## config.mk

```make
export PLATFORM = sky130hd
export DESIGN_NAME = uart_rx_interrupt_wakeup
export DESIGN_NICKNAME = d
export VERILOG_FILES = /design/src/uart_rx_interrupt_wakeup.v /design/src/pin_sync3.v /design/src/rx_word_buffer.v
export VERILOG_INCLUDE_DIRS = /design/src
export SDC_FILE = /design/constraint.sdc
export NUM_CORES = 1
export LEC_CHECK = 0
export BUFFER_PORTS_ARGS = -buffer_cell sky130_fd_sc_hd__buf_2
export CAP_MARGIN = 20
export CORE_UTILIZATION = 57
export CTS_CLUSTER_SIZE = 16
export DETAILED_ROUTE_END_ITERATION = 10
export PLACE_DENSITY = 0.85
export SYNTH_ARGS = -nofsm -noshare
export SYNTH_HDL_FRONTEND = slang
export SYNTH_SLANG_ARGS = --single-unit
```

## constraint.sdc

```tcl
create_clock -name clk_in -period 5.7 [get_ports clk_in]
set_input_delay 0.855 -clock clk_in [delete_from_list [all_inputs] [get_ports clk_in]]
set_output_delay 0.855 -clock clk_in [all_outputs]
set_load 0.02 [all_outputs]
```

## src/uart_irq_defines.vh

```
// Purpose: Shared constants for the serial interrupt and wake-up block
// Assumes: 125 MHz clk_in, Avalon-MM word addressing
// Notes: Byte address of a register is four times its index
`ifndef UART_IRQ_DEFINES_VH
`define UART_IRQ_DEFINES_VH

`define CLK_PERIOD_NS 8
`define STARTUP_TIME_NS 16000
`define STARTUP_CYCLES ((`STARTUP_TIME_NS + `CLK_PERIOD_NS - 1) / `CLK_PERIOD_NS)
`define STARTUP_CNT_W 12

`define REG_IDX_STATUS 3'h0
`define REG_IDX_CONTROL 3'h1
`define REG_IDX_DATA 3'h2
`define REG_IDX_IRQ_CTRL 3'h3

`define ST_PARITY_ERR 0
`define ST_FRAMING_ERR 1
`define ST_NOISE_ERR 2
`define ST_OVERRUN 3
`define ST_RX_AVAIL 4
`define ST_TX_EMPTY 5
`define ST_TX_IDLE 6
`define ST_STARTUP 7

`define CT_TX_EMPTY_IE 0
`define CT_TX_IDLE_IE 1
`define CT_RX_IE 2
`define CT_ADDR_EN 3
`define CT_WAKE_EN 4
`define CT_PARITY_EN 5
`define CT_PARITY_ODD 6
`define CT_NINE_BIT 7
`define CT_MODE_SEL 8
`define CT_UNIT_EN 9
`define CT_RX_EN 10
`define CONTROL_W 11
`define CONTROL_RESET 11'h000

`define IC_GLOBAL_EN 0
`define IC_MODULE_EN 1
`define IRQ_CTRL_RESET 2'h0

`endif

```

## src/uart_rx_interrupt_wakeup.v

```verilog
// Purpose: Serial interrupt merge, receive error flags, address detect and pin wake-up
// Assumes: Avalon-MM slave with waitrequest, one clock clk_in at 125 MHz
// Notes on behaviour
// - Parity error flag set on wrong parity, only when parity check enabled.
// - Parity error stored with its word; cleared by any reset.
// - Six sources merge into one low-pulse module interrupt request.
// - Two transmit sources have own enables; receive sources other than address detect share one.
// - Address detect has no flag; raises interrupt on address word when enabled.
// - Clock off, wake and receive enables set: pin falling edge wakes, no flag.
// - Wake also needs mode, unit and receive path enables, else ignored.
// - Status flags read-only; only defined serial actions clear them.
// - Vectored only with global and module enables set and stack not full.
// - With address detect, receive interrupt only when top data bit is one or the word overruns.
// - Tested bit is ninth in nine-bit mode, eighth in eight-bit mode.
// - Without address detect, every received word requests a receive interrupt.
// - When the serial clock stops, the module halts and later resumes.
// - Idle or sleep during reception freezes the receiver until resumed.
// - Idle or sleep leaves status, control and data registers unchanged.
// - Serial data arriving during wake-up start-up is discarded.
// - With global or module enable clear, wake-up only wakes, no interrupt.
// - After pin wake-up, interrupt held back until start-up interval ends.
// - Overrun clears after status read then data read; receive-available once such reads empty the buffer.
`timescale 1ns/10ps
`default_nettype none
`include "uart_irq_defines.vh"
module uart_rx_interrupt_wakeup #(
    parameter STARTUP_COUNT = `STARTUP_CYCLES
) (
    input wire clk_in,
    input wire reset_in,
    input wire [2:0] avs_address_in,
    input wire avs_read_in,
    input wire avs_write_in,
    input wire [31:0] avs_writedata_in,
    output reg [31:0] avs_readdata_out,
    output reg avs_waitrequest_out,
    input wire shared_serial_pin_in,
    input wire uart_clock_source_on_in,
    input wire cpu_sleep_in,
    input wire stack_full_in,
    input wire rx_word_strobe_in,
    input wire [8:0] rx_word_data_in,
    input wire rx_parity_bit_in,
    input wire rx_framing_error_in,
    input wire rx_noise_in,
    input wire tx_empty_in,
    input wire tx_idle_in,
    output reg serial_module_interrupt_n_out,
    output reg interrupt_vector_out,
    output reg wake_out,
    output reg module_halt_out,
    output reg nine_bit_word_select_out,
    output reg parity_odd_out
);
    localparam BUF_W = 12;

    // Word length aware top data bit used for address detection
    function top_bit;
        input [8:0] data;
        input nine;
        begin
            top_bit = nine ? data[8] : data[7];
        end
    endfunction

    // High when the received parity does not match the selected type
    function parity_bad;
        input [8:0] data;
        input nine;
        input pbit;
        input odd;
        reg x;
        begin
            x = ^data[7:0] ^ (nine & data[8]) ^ pbit;
            parity_bad = odd ? ~x : x;
        end
    endfunction

    reg [`CONTROL_W-1:0] control_r;
    reg [1:0] irq_ctrl_r;
    reg overrun_r;
    reg status_armed_r;
    reg startup_active_r;
    reg [`STARTUP_CNT_W-1:0] startup_cnt_r;
    reg tx_empty_src_d_r;
    reg tx_idle_src_d_r;
    reg pending_r;
    reg pending_nxt;
    reg wake_pending_r;
    reg [31:0] read_mux;

    wire pin_fell;
    wire [BUF_W-1:0] buf_head;
    wire buf_not_empty;
    wire buf_overflow;
    wire [BUF_W-1:0] push_word;
    wire halted;
    wire word_accept;
    wire pop_data;
    wire status_read;
    wire wake_event;
    wire word_top;
    wire rx_event;
    wire addr_event;
    wire tx_empty_src;
    wire tx_idle_src;
    wire tx_event;
    wire enables_ok;
    wire fire;
    wire bus_write;
    wire bus_read;

    assign bus_write = avs_write_in & ~avs_waitrequest_out;
    assign bus_read = avs_read_in & ~avs_waitrequest_out;
    assign status_read = bus_read & (avs_address_in == `REG_IDX_STATUS);

    assign pop_data = bus_read & (avs_address_in == `REG_IDX_DATA) & status_armed_r;

    assign halted = ~uart_clock_source_on_in | cpu_sleep_in;

    assign word_accept = rx_word_strobe_in & ~halted & ~startup_active_r;

    assign push_word = {rx_noise_in, rx_framing_error_in,
        control_r[`CT_PARITY_EN] &
        parity_bad(rx_word_data_in, control_r[`CT_NINE_BIT], rx_parity_bit_in, control_r[`CT_PARITY_ODD]),
        rx_word_data_in};

    pin_sync3 u_pin_sync (
        .clk_in(clk_in),
        .reset_in(reset_in),
        .pin_in(shared_serial_pin_in),
        .level_out(),
        .fell_out(pin_fell)
    );

    rx_word_buffer #(
        .WIDTH(BUF_W)
    ) u_rx_buffer (
        .clk_in(clk_in),
        .reset_in(reset_in),
        .push_in(word_accept),
        .push_data_in(push_word),
        .pop_in(pop_data),
        .head_out(buf_head),
        .not_empty_out(buf_not_empty),
        .overflow_out(buf_overflow)
    );

    assign wake_event = pin_fell & ~uart_clock_source_on_in & control_r[`CT_WAKE_EN] & control_r[`CT_RX_IE] &
        control_r[`CT_MODE_SEL] & control_r[`CT_UNIT_EN] & control_r[`CT_RX_EN];

    assign word_top = top_bit(rx_word_data_in, control_r[`CT_NINE_BIT]);

    assign rx_event = control_r[`CT_RX_IE] & ((word_accept & (~control_r[`CT_ADDR_EN] | word_top)) |
        (word_accept & buf_overflow));

    assign addr_event = word_accept & control_r[`CT_ADDR_EN] & word_top;

    assign tx_empty_src = tx_empty_in & control_r[`CT_TX_EMPTY_IE];
    assign tx_idle_src = tx_idle_in & control_r[`CT_TX_IDLE_IE];
    assign tx_event = (tx_empty_src & ~tx_empty_src_d_r) | (tx_idle_src & ~tx_idle_src_d_r);

    assign enables_ok = irq_ctrl_r[`IC_GLOBAL_EN] & irq_ctrl_r[`IC_MODULE_EN];

    assign fire = pending_nxt & ~startup_active_r;

    always @* begin
        pending_nxt = pending_r | rx_event | addr_event | (tx_event & ~halted);
        if (wake_pending_r & enables_ok) begin
            pending_nxt = 1'b1;
        end
    end

    always @* begin
        read_mux = 32'h0000_0000;
        case (avs_address_in)
            `REG_IDX_STATUS: begin
                read_mux[`ST_PARITY_ERR] = buf_head[9];
                read_mux[`ST_FRAMING_ERR] = buf_head[10];
                read_mux[`ST_NOISE_ERR] = buf_head[11];
                read_mux[`ST_OVERRUN] = overrun_r;
                read_mux[`ST_RX_AVAIL] = buf_not_empty;
                read_mux[`ST_TX_EMPTY] = tx_empty_in;
                read_mux[`ST_TX_IDLE] = tx_idle_in;
                read_mux[`ST_STARTUP] = startup_active_r;
            end
            `REG_IDX_CONTROL: begin
                read_mux[`CONTROL_W-1:0] = control_r;
            end
            `REG_IDX_DATA: begin
                read_mux[8:0] = buf_head[8:0];
            end
            `REG_IDX_IRQ_CTRL: begin
                read_mux[1:0] = irq_ctrl_r;
            end
            default: begin
                read_mux = 32'h0000_0000;
            end
        endcase
    end

    // Bus slave: one wait cycle, then the access completes
    always @(posedge clk_in) begin
        if (reset_in) begin
            avs_waitrequest_out <= 1'b1;
            avs_readdata_out <= 32'h0000_0000;
        end else begin
            if (~avs_waitrequest_out) begin
                avs_waitrequest_out <= 1'b1;
            end else if (avs_read_in | avs_write_in) begin
                avs_waitrequest_out <= 1'b0;
                avs_readdata_out <= avs_read_in ? read_mux : 32'h0000_0000;
            end
        end
    end

    always @(posedge clk_in) begin
        if (reset_in) begin
            control_r <= `CONTROL_RESET;
            irq_ctrl_r <= `IRQ_CTRL_RESET;
        end else if (bus_write) begin
            if (avs_address_in == `REG_IDX_CONTROL) begin
                control_r <= avs_writedata_in[`CONTROL_W-1:0];
            end
            if (avs_address_in == `REG_IDX_IRQ_CTRL) begin
                irq_ctrl_r <= avs_writedata_in[1:0];
            end
        end
    end

    always @(posedge clk_in) begin
        if (reset_in) begin
            overrun_r <= 1'b0;
            status_armed_r <= 1'b0;
        end else begin
            if (word_accept & buf_overflow) begin
                overrun_r <= 1'b1;
            end else if (pop_data) begin
                overrun_r <= 1'b0;
            end
            if (status_read) begin
                status_armed_r <= 1'b1;
            end else if (pop_data) begin
                status_armed_r <= 1'b0;
            end
        end
    end

    always @(posedge clk_in) begin
        if (reset_in) begin
            startup_active_r <= 1'b0;
            startup_cnt_r <= {`STARTUP_CNT_W{1'b0}};
            wake_pending_r <= 1'b0;
        end else begin
            if (wake_event) begin
                startup_active_r <= 1'b1;
                startup_cnt_r <= STARTUP_COUNT[`STARTUP_CNT_W-1:0];
                wake_pending_r <= 1'b1;
            end else if (startup_active_r & uart_clock_source_on_in) begin
                if (startup_cnt_r <= {{(`STARTUP_CNT_W-1){1'b0}}, 1'b1}) begin
                    startup_active_r <= 1'b0;
                end
                startup_cnt_r <= startup_cnt_r - {{(`STARTUP_CNT_W-1){1'b0}}, 1'b1};
            end else if (~startup_active_r) begin
                wake_pending_r <= 1'b0;
            end
        end
    end

    always @(posedge clk_in) begin
        if (reset_in) begin
            pending_r <= 1'b0;
            serial_module_interrupt_n_out <= 1'b1;
            interrupt_vector_out <= 1'b0;
            tx_empty_src_d_r <= 1'b0;
            tx_idle_src_d_r <= 1'b0;
        end else begin
            if (~halted) begin
                tx_empty_src_d_r <= tx_empty_src;
                tx_idle_src_d_r <= tx_idle_src;
            end
            pending_r <= pending_nxt & startup_active_r;
            serial_module_interrupt_n_out <= ~fire;
            interrupt_vector_out <= fire & enables_ok & ~stack_full_in;
        end
    end

    always @(posedge clk_in) begin
        if (reset_in) begin
            wake_out <= 1'b0;
            module_halt_out <= 1'b1;
            nine_bit_word_select_out <= 1'b0;
            parity_odd_out <= 1'b0;
        end else begin
            wake_out <= wake_event;
            module_halt_out <= halted;
            nine_bit_word_select_out <= control_r[`CT_NINE_BIT];
            parity_odd_out <= control_r[`CT_PARITY_ODD];
        end
    end
endmodule
`default_nettype wire

```

## src/pin_sync3.v

```verilog
// Purpose: Three-stage pin synchroniser with agreement filter
// Assumes: Pin is asynchronous to clk_in
// Notes: Level follows only when stages two and three agree
`timescale 1ns/10ps
`default_nettype none
module pin_sync3 (
    input wire clk_in,
    input wire reset_in,
    input wire pin_in,
    output wire level_out,
    output wire fell_out
);
    reg level_r;
    reg s1_r;
    reg s2_r;
    reg s3_r;
    reg level_d_r;

    always @(posedge clk_in) begin
        if (reset_in) begin
            s1_r <= 1'b1;
            s2_r <= 1'b1;
            s3_r <= 1'b1;
            level_r <= 1'b1;
            level_d_r <= 1'b1;
        end else begin
            s1_r <= pin_in;
            s2_r <= s1_r;
            s3_r <= s2_r;
            if (s2_r == s3_r) begin
                level_r <= s3_r;
            end
            level_d_r <= level_r;
        end
    end

    assign fell_out = level_d_r & ~level_r;
    assign level_out = level_r;
endmodule
`default_nettype wire

```

## src/rx_word_buffer.v

```verilog
// Purpose: Two-deep receive buffer holding each word with its error flags
// Assumes: Push and pop are single-cycle strobes
// Notes: A push into a full buffer with no pop in the same cycle is dropped and reported as overflow
`timescale 1ns/10ps
`default_nettype none
module rx_word_buffer #(
    parameter WIDTH = 12
) (
    input wire clk_in,
    input wire reset_in,
    input wire push_in,
    input wire [WIDTH-1:0] push_data_in,
    input wire pop_in,
    output wire [WIDTH-1:0] head_out,
    output wire not_empty_out,
    output wire overflow_out
);
    reg [WIDTH-1:0] mem_r [0:1];
    reg rd_idx_r;
    reg wr_idx_r;
    reg [1:0] count_r;
    wire do_pop;
    wire do_push;

    assign do_pop = pop_in & (count_r != 2'h0);
    assign do_push = push_in & ((count_r != 2'h2) | do_pop);
    assign overflow_out = push_in & ~do_push;
    assign head_out = (count_r == 2'h0) ? {WIDTH{1'b0}} : mem_r[rd_idx_r];
    assign not_empty_out = (count_r != 2'h0);

    always @(posedge clk_in) begin
        if (reset_in) begin
            rd_idx_r <= 1'b0;
            wr_idx_r <= 1'b0;
            count_r <= 2'h0;
            mem_r[0] <= {WIDTH{1'b0}};
            mem_r[1] <= {WIDTH{1'b0}};
        end else begin
            if (do_push) begin
                mem_r[wr_idx_r] <= push_data_in;
                wr_idx_r <= ~wr_idx_r;
            end
            if (do_pop) begin
                rd_idx_r <= ~rd_idx_r;
            end
            if (do_push & ~do_pop) begin
                count_r <= count_r + 2'h1;
            end else if (do_pop & ~do_push) begin
                count_r <= count_r - 2'h1;
            end
        end
    end
endmodule
`default_nettype wire

```

Word-level counts from Yosys, hierarchy flattened
Memories as Yosys holds them, arrays and structs flattened. A register that Yosys moved wholly into a read port is not among the register bits.
Index checks and enable logic that the tools add are counted.

operators by class
  multiplexer cells = 33
  equal/unequal tests = 7
  bitwise gates (word level) = 64
  order comparisons = 1
  reduce and logical (&&, ||, !) cells = 17
  add/subtract/negate cells = 3

operators with widths
  cell                                                    count
  bitwise AND 1 bit                                       38
  2-to-1 mux 11 bit                                       3
  2-to-1 mux 12 bit                                       2
  2-to-1 mux 1 bit                                        22
  case mux 6 bit (3 select lines)                         1
  inverter 1 bit                                          15
  <= comparator 12 x 1 -> 1 bit (second input constant)   1
  nonzero test 2 bit                                      6
  OR reduction 12 bit                                     1
  subtractor 12 x 1 -> 12 bit (second input constant)     1
  AND reduction 2 bit                                     5
  bitwise OR 1 bit                                        9
  case mux 2 bit (4 select lines)                         1
  XOR reduction 8 bit                                     1
  equality test 3 x 2 -> 1 bit (second input constant)    2
  2-to-1 mux 2 bit                                        3
  inequality test 2 bit (second input constant)           2
  OR reduction 2 bit                                      2
  equality test 3 x 1 -> 1 bit (second input constant)    1
  zero test 3 bit                                         1
  adder 2 x 1 -> 2 bit (second input constant)            1
  zero test 2 bit                                         1
  inequality test 2 x 1 -> 1 bit (second input constant)  1
  case mux 1 bit (2 select lines)                         1
  3 further kinds                                         4

storage, ports and cells
  output and inout port bits = 39
  memory bits (writable) = 24
  word-level logic and storage cells = 153
  register bits after elaboration = 80
  memories kept = 1
  input port bits = 58

memory list
  name               depth  width  read ports  clocked after Yosys merged registers in  write ports  line                 RTL
  u_rx_buffer.mem_r  2      12     1           1                                        2            rx_word_buffer.v:18  reg [WIDTH-1:0] mem_r [0:1];

Longest topological paths before layout
  word-level depth = 19
  depth in mapped cells = 9
  gate-level depth less buffers = 7

Hierarchy
From an unflattened synthesis, not the netlist that was laid out.

second synthesis, totals
  cells, all modules = 402
  area, all modules = 3,948.8 sq um

by module, submodules not included
  module                    seq. area each (sq um)  cells each  area an instance (sq um)  times used
  uart_rx_interrupt_wakeup  1,001.0                 271         2,466.1                   1
  rx_word_buffer            820.8                   118         1,332.5                   1
  pin_sync3                 100.1                   13          150.1                     1

Worst setup path before layout
Ideal clock, no wire load.

  path type = input -> register
  start = input port avs_address_in[1]
  end = register u_rx_buffer.count_r[1]
  required time = 5.629 ns
  setup slack = 3.010 ns
  setup time = 0.071 ns
  buffers on the path = 2
  stages on the path = 8
  data arrival time = 2.619 ns
  cell sequence = buf_4 -> or3b_4 -> buf_2 -> nor3_2 -> inv_1 -> ha_1 -> or3_1 -> a21oi_1

between the ends
  longest elaborated chain between the ends = 9
  elaborated cells between the ends (all ways) = 12
  those cells by class = eq/ne (1); mux (1); bitwise (9); reduce/logical (1)

ends and longest elaborated chain
  what                              line                            RTL
  from (decl)                       uart_rx_interrupt_wakeup.v:31   input wire [2:0] avs_address_in,
  equality test 3 x 2 -> 1 bit *    -
  bitwise AND 1 bit * (2 in a row)  uart_rx_interrupt_wakeup.v:117  assign pop_data = bus_read & (avs_address_in == `REG_IDX_DATA) & status_armed_r;
  bitwise AND 1 bit *               rx_word_buffer.v:25             assign do_pop = pop_in & (count_r != 2'h0);
  bitwise OR 1 bit                  rx_word_buffer.v:26             assign do_push = push_in & ((count_r != 2'h2) | do_pop);
  bitwise AND 1 bit                 rx_word_buffer.v:26
  inverter 1 bit                    rx_word_buffer.v:48             end else if (do_pop & ~do_push) begin
  bitwise AND 1 bit                 rx_word_buffer.v:48
  nonzero test 2 bit (no line)      -
  to (signal assigned)              rx_word_buffer.v:47             count_r <= count_r + 2'h1;
  to (signal assigned)              rx_word_buffer.v:49             count_r <= count_r - 2'h1;
  to (decl)                         rx_word_buffer.v:21             reg [1:0] count_r;

Mark *: on every way between the ends. The rest lies on a longest branch, timed or not.
A chain may end at the register's enable or synchronous reset.

==> reports/qor.csv <==
metric,value,unit
status,"finished, violations left",
violations,DRC,
synth-edff-count,24,
cts_root_buf,clkbuf_8,
area_growth,10.4,%
grt_antenna_before_repair,0,
cp_num_cells,5,
dp.cells,494,
ff2ff_path_depth,6,
finalNonFillerCells,510,
synth_cell_types,57,
min_path_type,reg2reg,
cp_num_buf_inv,1,
place_congestion,0.870,
cp.required,5.69,ns
tns,0,ns
clkPwrFrac,35.5,%
maxCapViolations,0,
grt_usage,24.1,%
cts_tree,built,
antenna_left,0,
end_kind,flip-flop,
yosysSeqAreaShare,49.7,%
syn_area_per_cell,10.2,um2
path_class,in2reg,
ys_dominant_reg_cell,dfxtp_1,
tightest_slew,0.886,ns
crit_path_top_delay_cell,or3b_4,
max_stage_delay,0.50,ns
syn-cell-area,3870,um2
htreeDepth,3,
switching_power,0.000279,W
die_x,84.4,um
viasPerCell,5.70,
finalClockSkew,0.00990,ns
timing.rr.start,u_rx_buffer.count_r[0],
start_util,59.9,%
leakage,1.74,nW
die_area,7120,um2
rsz0062_at_grt,no,
timing.final.max_slew_violations,0,
grt_pass1_wl,13100,um
finalWirelength,8230,um
arrival,2.57,ns
first_global_vias,2666,
fp.coreArea,6460,um2
wl_per_cell,16.1,um
async_flop_share,0,%
cts_buffers,9,
num_vias,2907,
combPwrFrac,8.8,%
max-slew-margin-rel,40.7,%
fin_nets,489,
drtIter0Drc,253,
reg2reg_slack,3.51,ns
period_share,45.2,%
firstDrtPassIters,8,
r2r-end,u_rx_buffer.count_r[1],
hp-start,u_pin_sync.s1_r,
cp-start-kind,primary input,
powerDensity,266,nW/um2
p_int,0.000855,W
cts_hold_buf,0,
holdWs,0.430,ns
holdPathEnd,u_pin_sync.s2_r,
cts_setup_buffers,0,
grt_max_degree,53,
synth-warning-count,0,
finalCriticalPeriod,2.58,ns
cts_buffer_depth,2,
synth_cells,379,
ir_drop,0.247,mV
dp_hpwl,5840,um
ys_seq_elements,84,
grt-ovfl-total,0,
fmax,388,MHz
diodes,0,
cts_resized,0,
port_buffers,54,
clk_latency,0.36,ns
drive_above_1_share,19.4,%
cpLargestDelayFamily,simple AND/OR/NAND/NOR gates,
rows,29,
fp.dieH,84.4,um
drc_errors,8,
hold_depth,1,
critPathMaxFanout,13,
ioPinCount,97,
clkSinkCount,84,
setup_violations,0,
seq_power_share,55.7,%
hold_viol_final,0,
clk_pin_slew_worst_paths,0.08,ns
path_cells,"buf_2, or3b_4, o21a_4, or3_1, nand2_1",
swShare,24.6,%
final cells by class:
class,count,area [um2]
clock buffer,13,169
multi-input combinational,271,1760
inverter,6,22.5
tap,77,96.3
fill,494,2190
timing repair buffer,56,285
sequential,84,1920
clock inverter,3,17.5
power groups by stage:
stage	Clock, W	Sequential [W]	Combinational (W)
2_1_floorplan	0	0.000645	0.0000762
3_3_place_gp	0	0.000644	0.0000957
3_5_place_dp	0	0.000646	0.0000972
4_1_cts	0.000404	0.000632	0.0000982
5_1_grt	0.000430	0.000633	0.000107
6_report	0.000403	0.000632	0.0000996
Yosys cell counts, drive strengths merged (5+ instances only):
cell type   n  area (um2)
dfxtp      60        1200
nor2       41         154
buf        29         206
mux2i      29         290
edfxtp     24         721
and2       23         144
nand2      19        71.3
a21oi      17        85.1
nor3       10        55.1
o21ai      10        50.1
clkbuf      9        35.0
xnor2       9        78.8
xor2        9        78.8
nor2b       8        50.1
inv         6        22.5
nand3       6        30.0
o32ai       6        52.6
or2         6        37.5
a31oi       5        31.3
nand3b      5        37.5
or3         5        31.3
layer usage:
metal  part of all wire, %  routed length [um]  vias to the layer above  global-route usage, %
met5                     0                   0                        -                      0
met4                  0.91                  75                        0                   6.93
met3                   6.3                 517                        9                   6.19
met2                    50                4080                      118                   41.3
met1                    43                3560                     1387                   30.3
li1                      -                   -                     1393                      -
per-stage QoR:
| stage | power [W] | setup WS (ns) | instance area (um2) | utilization [%] |
|---|---|---|---|---|
| 2_1_floorplan | 0.000721 | 3.01 | 3940 | - |
| 3_3_place_gp | 0.000740 | 2.78 | 4080 | 63.2 |
| 3_5_place_dp | 0.000743 | 2.76 | 4080 | 63.2 |
| 4_1_cts | 0.00113 | 3.13 | 4270 | 66.1 |
| 5_1_grt | 0.00117 | 3.08 | 4270 | 66.1 |
| 6_report | 0.00113 | 3.12 | 4270 | 66.1 |
logic make-up after synthesis:
logic type,Yosys count,share of synthesized area [%]
AOI/OAI and AO/OA,57,9.94
xor gates and xnor gates,19,4.66
adders and majority gates,3,0.971
buffers and inverters,44,6.83
DFF,84,49.7
muxes,29,7.51
other,1,0.0970
and+or+nand+nor,142,20.3
layout by cell type (no fill, tap or decap), types with 3 or more instances in the layout:
cell type / instances
conb_1: 21
nor2b_1: 8
a31oi_1: 5
edfxtp_1: 24
clkbuf_8: 12
o32ai_1: 6
and2_1: 23
nand3_1: 6
dfxtp_1: 60
a211oi_1: 3
or2_2: 6
or3_1: 5
inv_1: 6
xor2_1: 9
nor2_1: 41
buf_2: 54
mux2i_1: 29
ha_1: 3
nand2b_1: 3
nand3b_1: 5
nor3_1: 9
a21oi_1: 17
nand2_1: 19
xnor2_1: 9
o21ai_0: 8
how the worst max path moves through the flow:
stage,startpoint,endpoint,slack [ns]
4_1_cts,avs_address_in[1],u_rx_buffer.mem_r[0][10],3.13
6_report,avs_address_in[1],u_rx_buffer.mem_r[0][1],3.12
2_1_floorplan,avs_address_in[1],u_rx_buffer.count_r[1],3.01
3_3_place_gp,avs_address_in[1],u_rx_buffer.mem_r[0][3],2.78
3_5_place_dp,avs_address_in[1],u_rx_buffer.mem_r[0][3],2.76
5_1_grt,avs_address_in[1],u_rx_buffer.mem_r[0][10],3.08
worst register-to-register path: cells and delay by family, from the launching register on:
family,cells,cell delay [ns]
flip-flops,1,0.38
buffers and inverters,1,0.11
AND/OR/NAND/NOR,3,1.22
AO/OA/AOI/OAI,1,0.14
adder cells (fa/ha/maj),1,0.27
state kept, by name (all words and copies together) (netlist names), 2 cells and up, named ones only:
name,count
u_rx_buffer.mem_r,24
avs_readdata_out,11
control_r,11
startup_cnt_r,12
irq_ctrl_r,2
u_rx_buffer.count_r,2
Note: power is estimated with default switching activity, not from simulation.
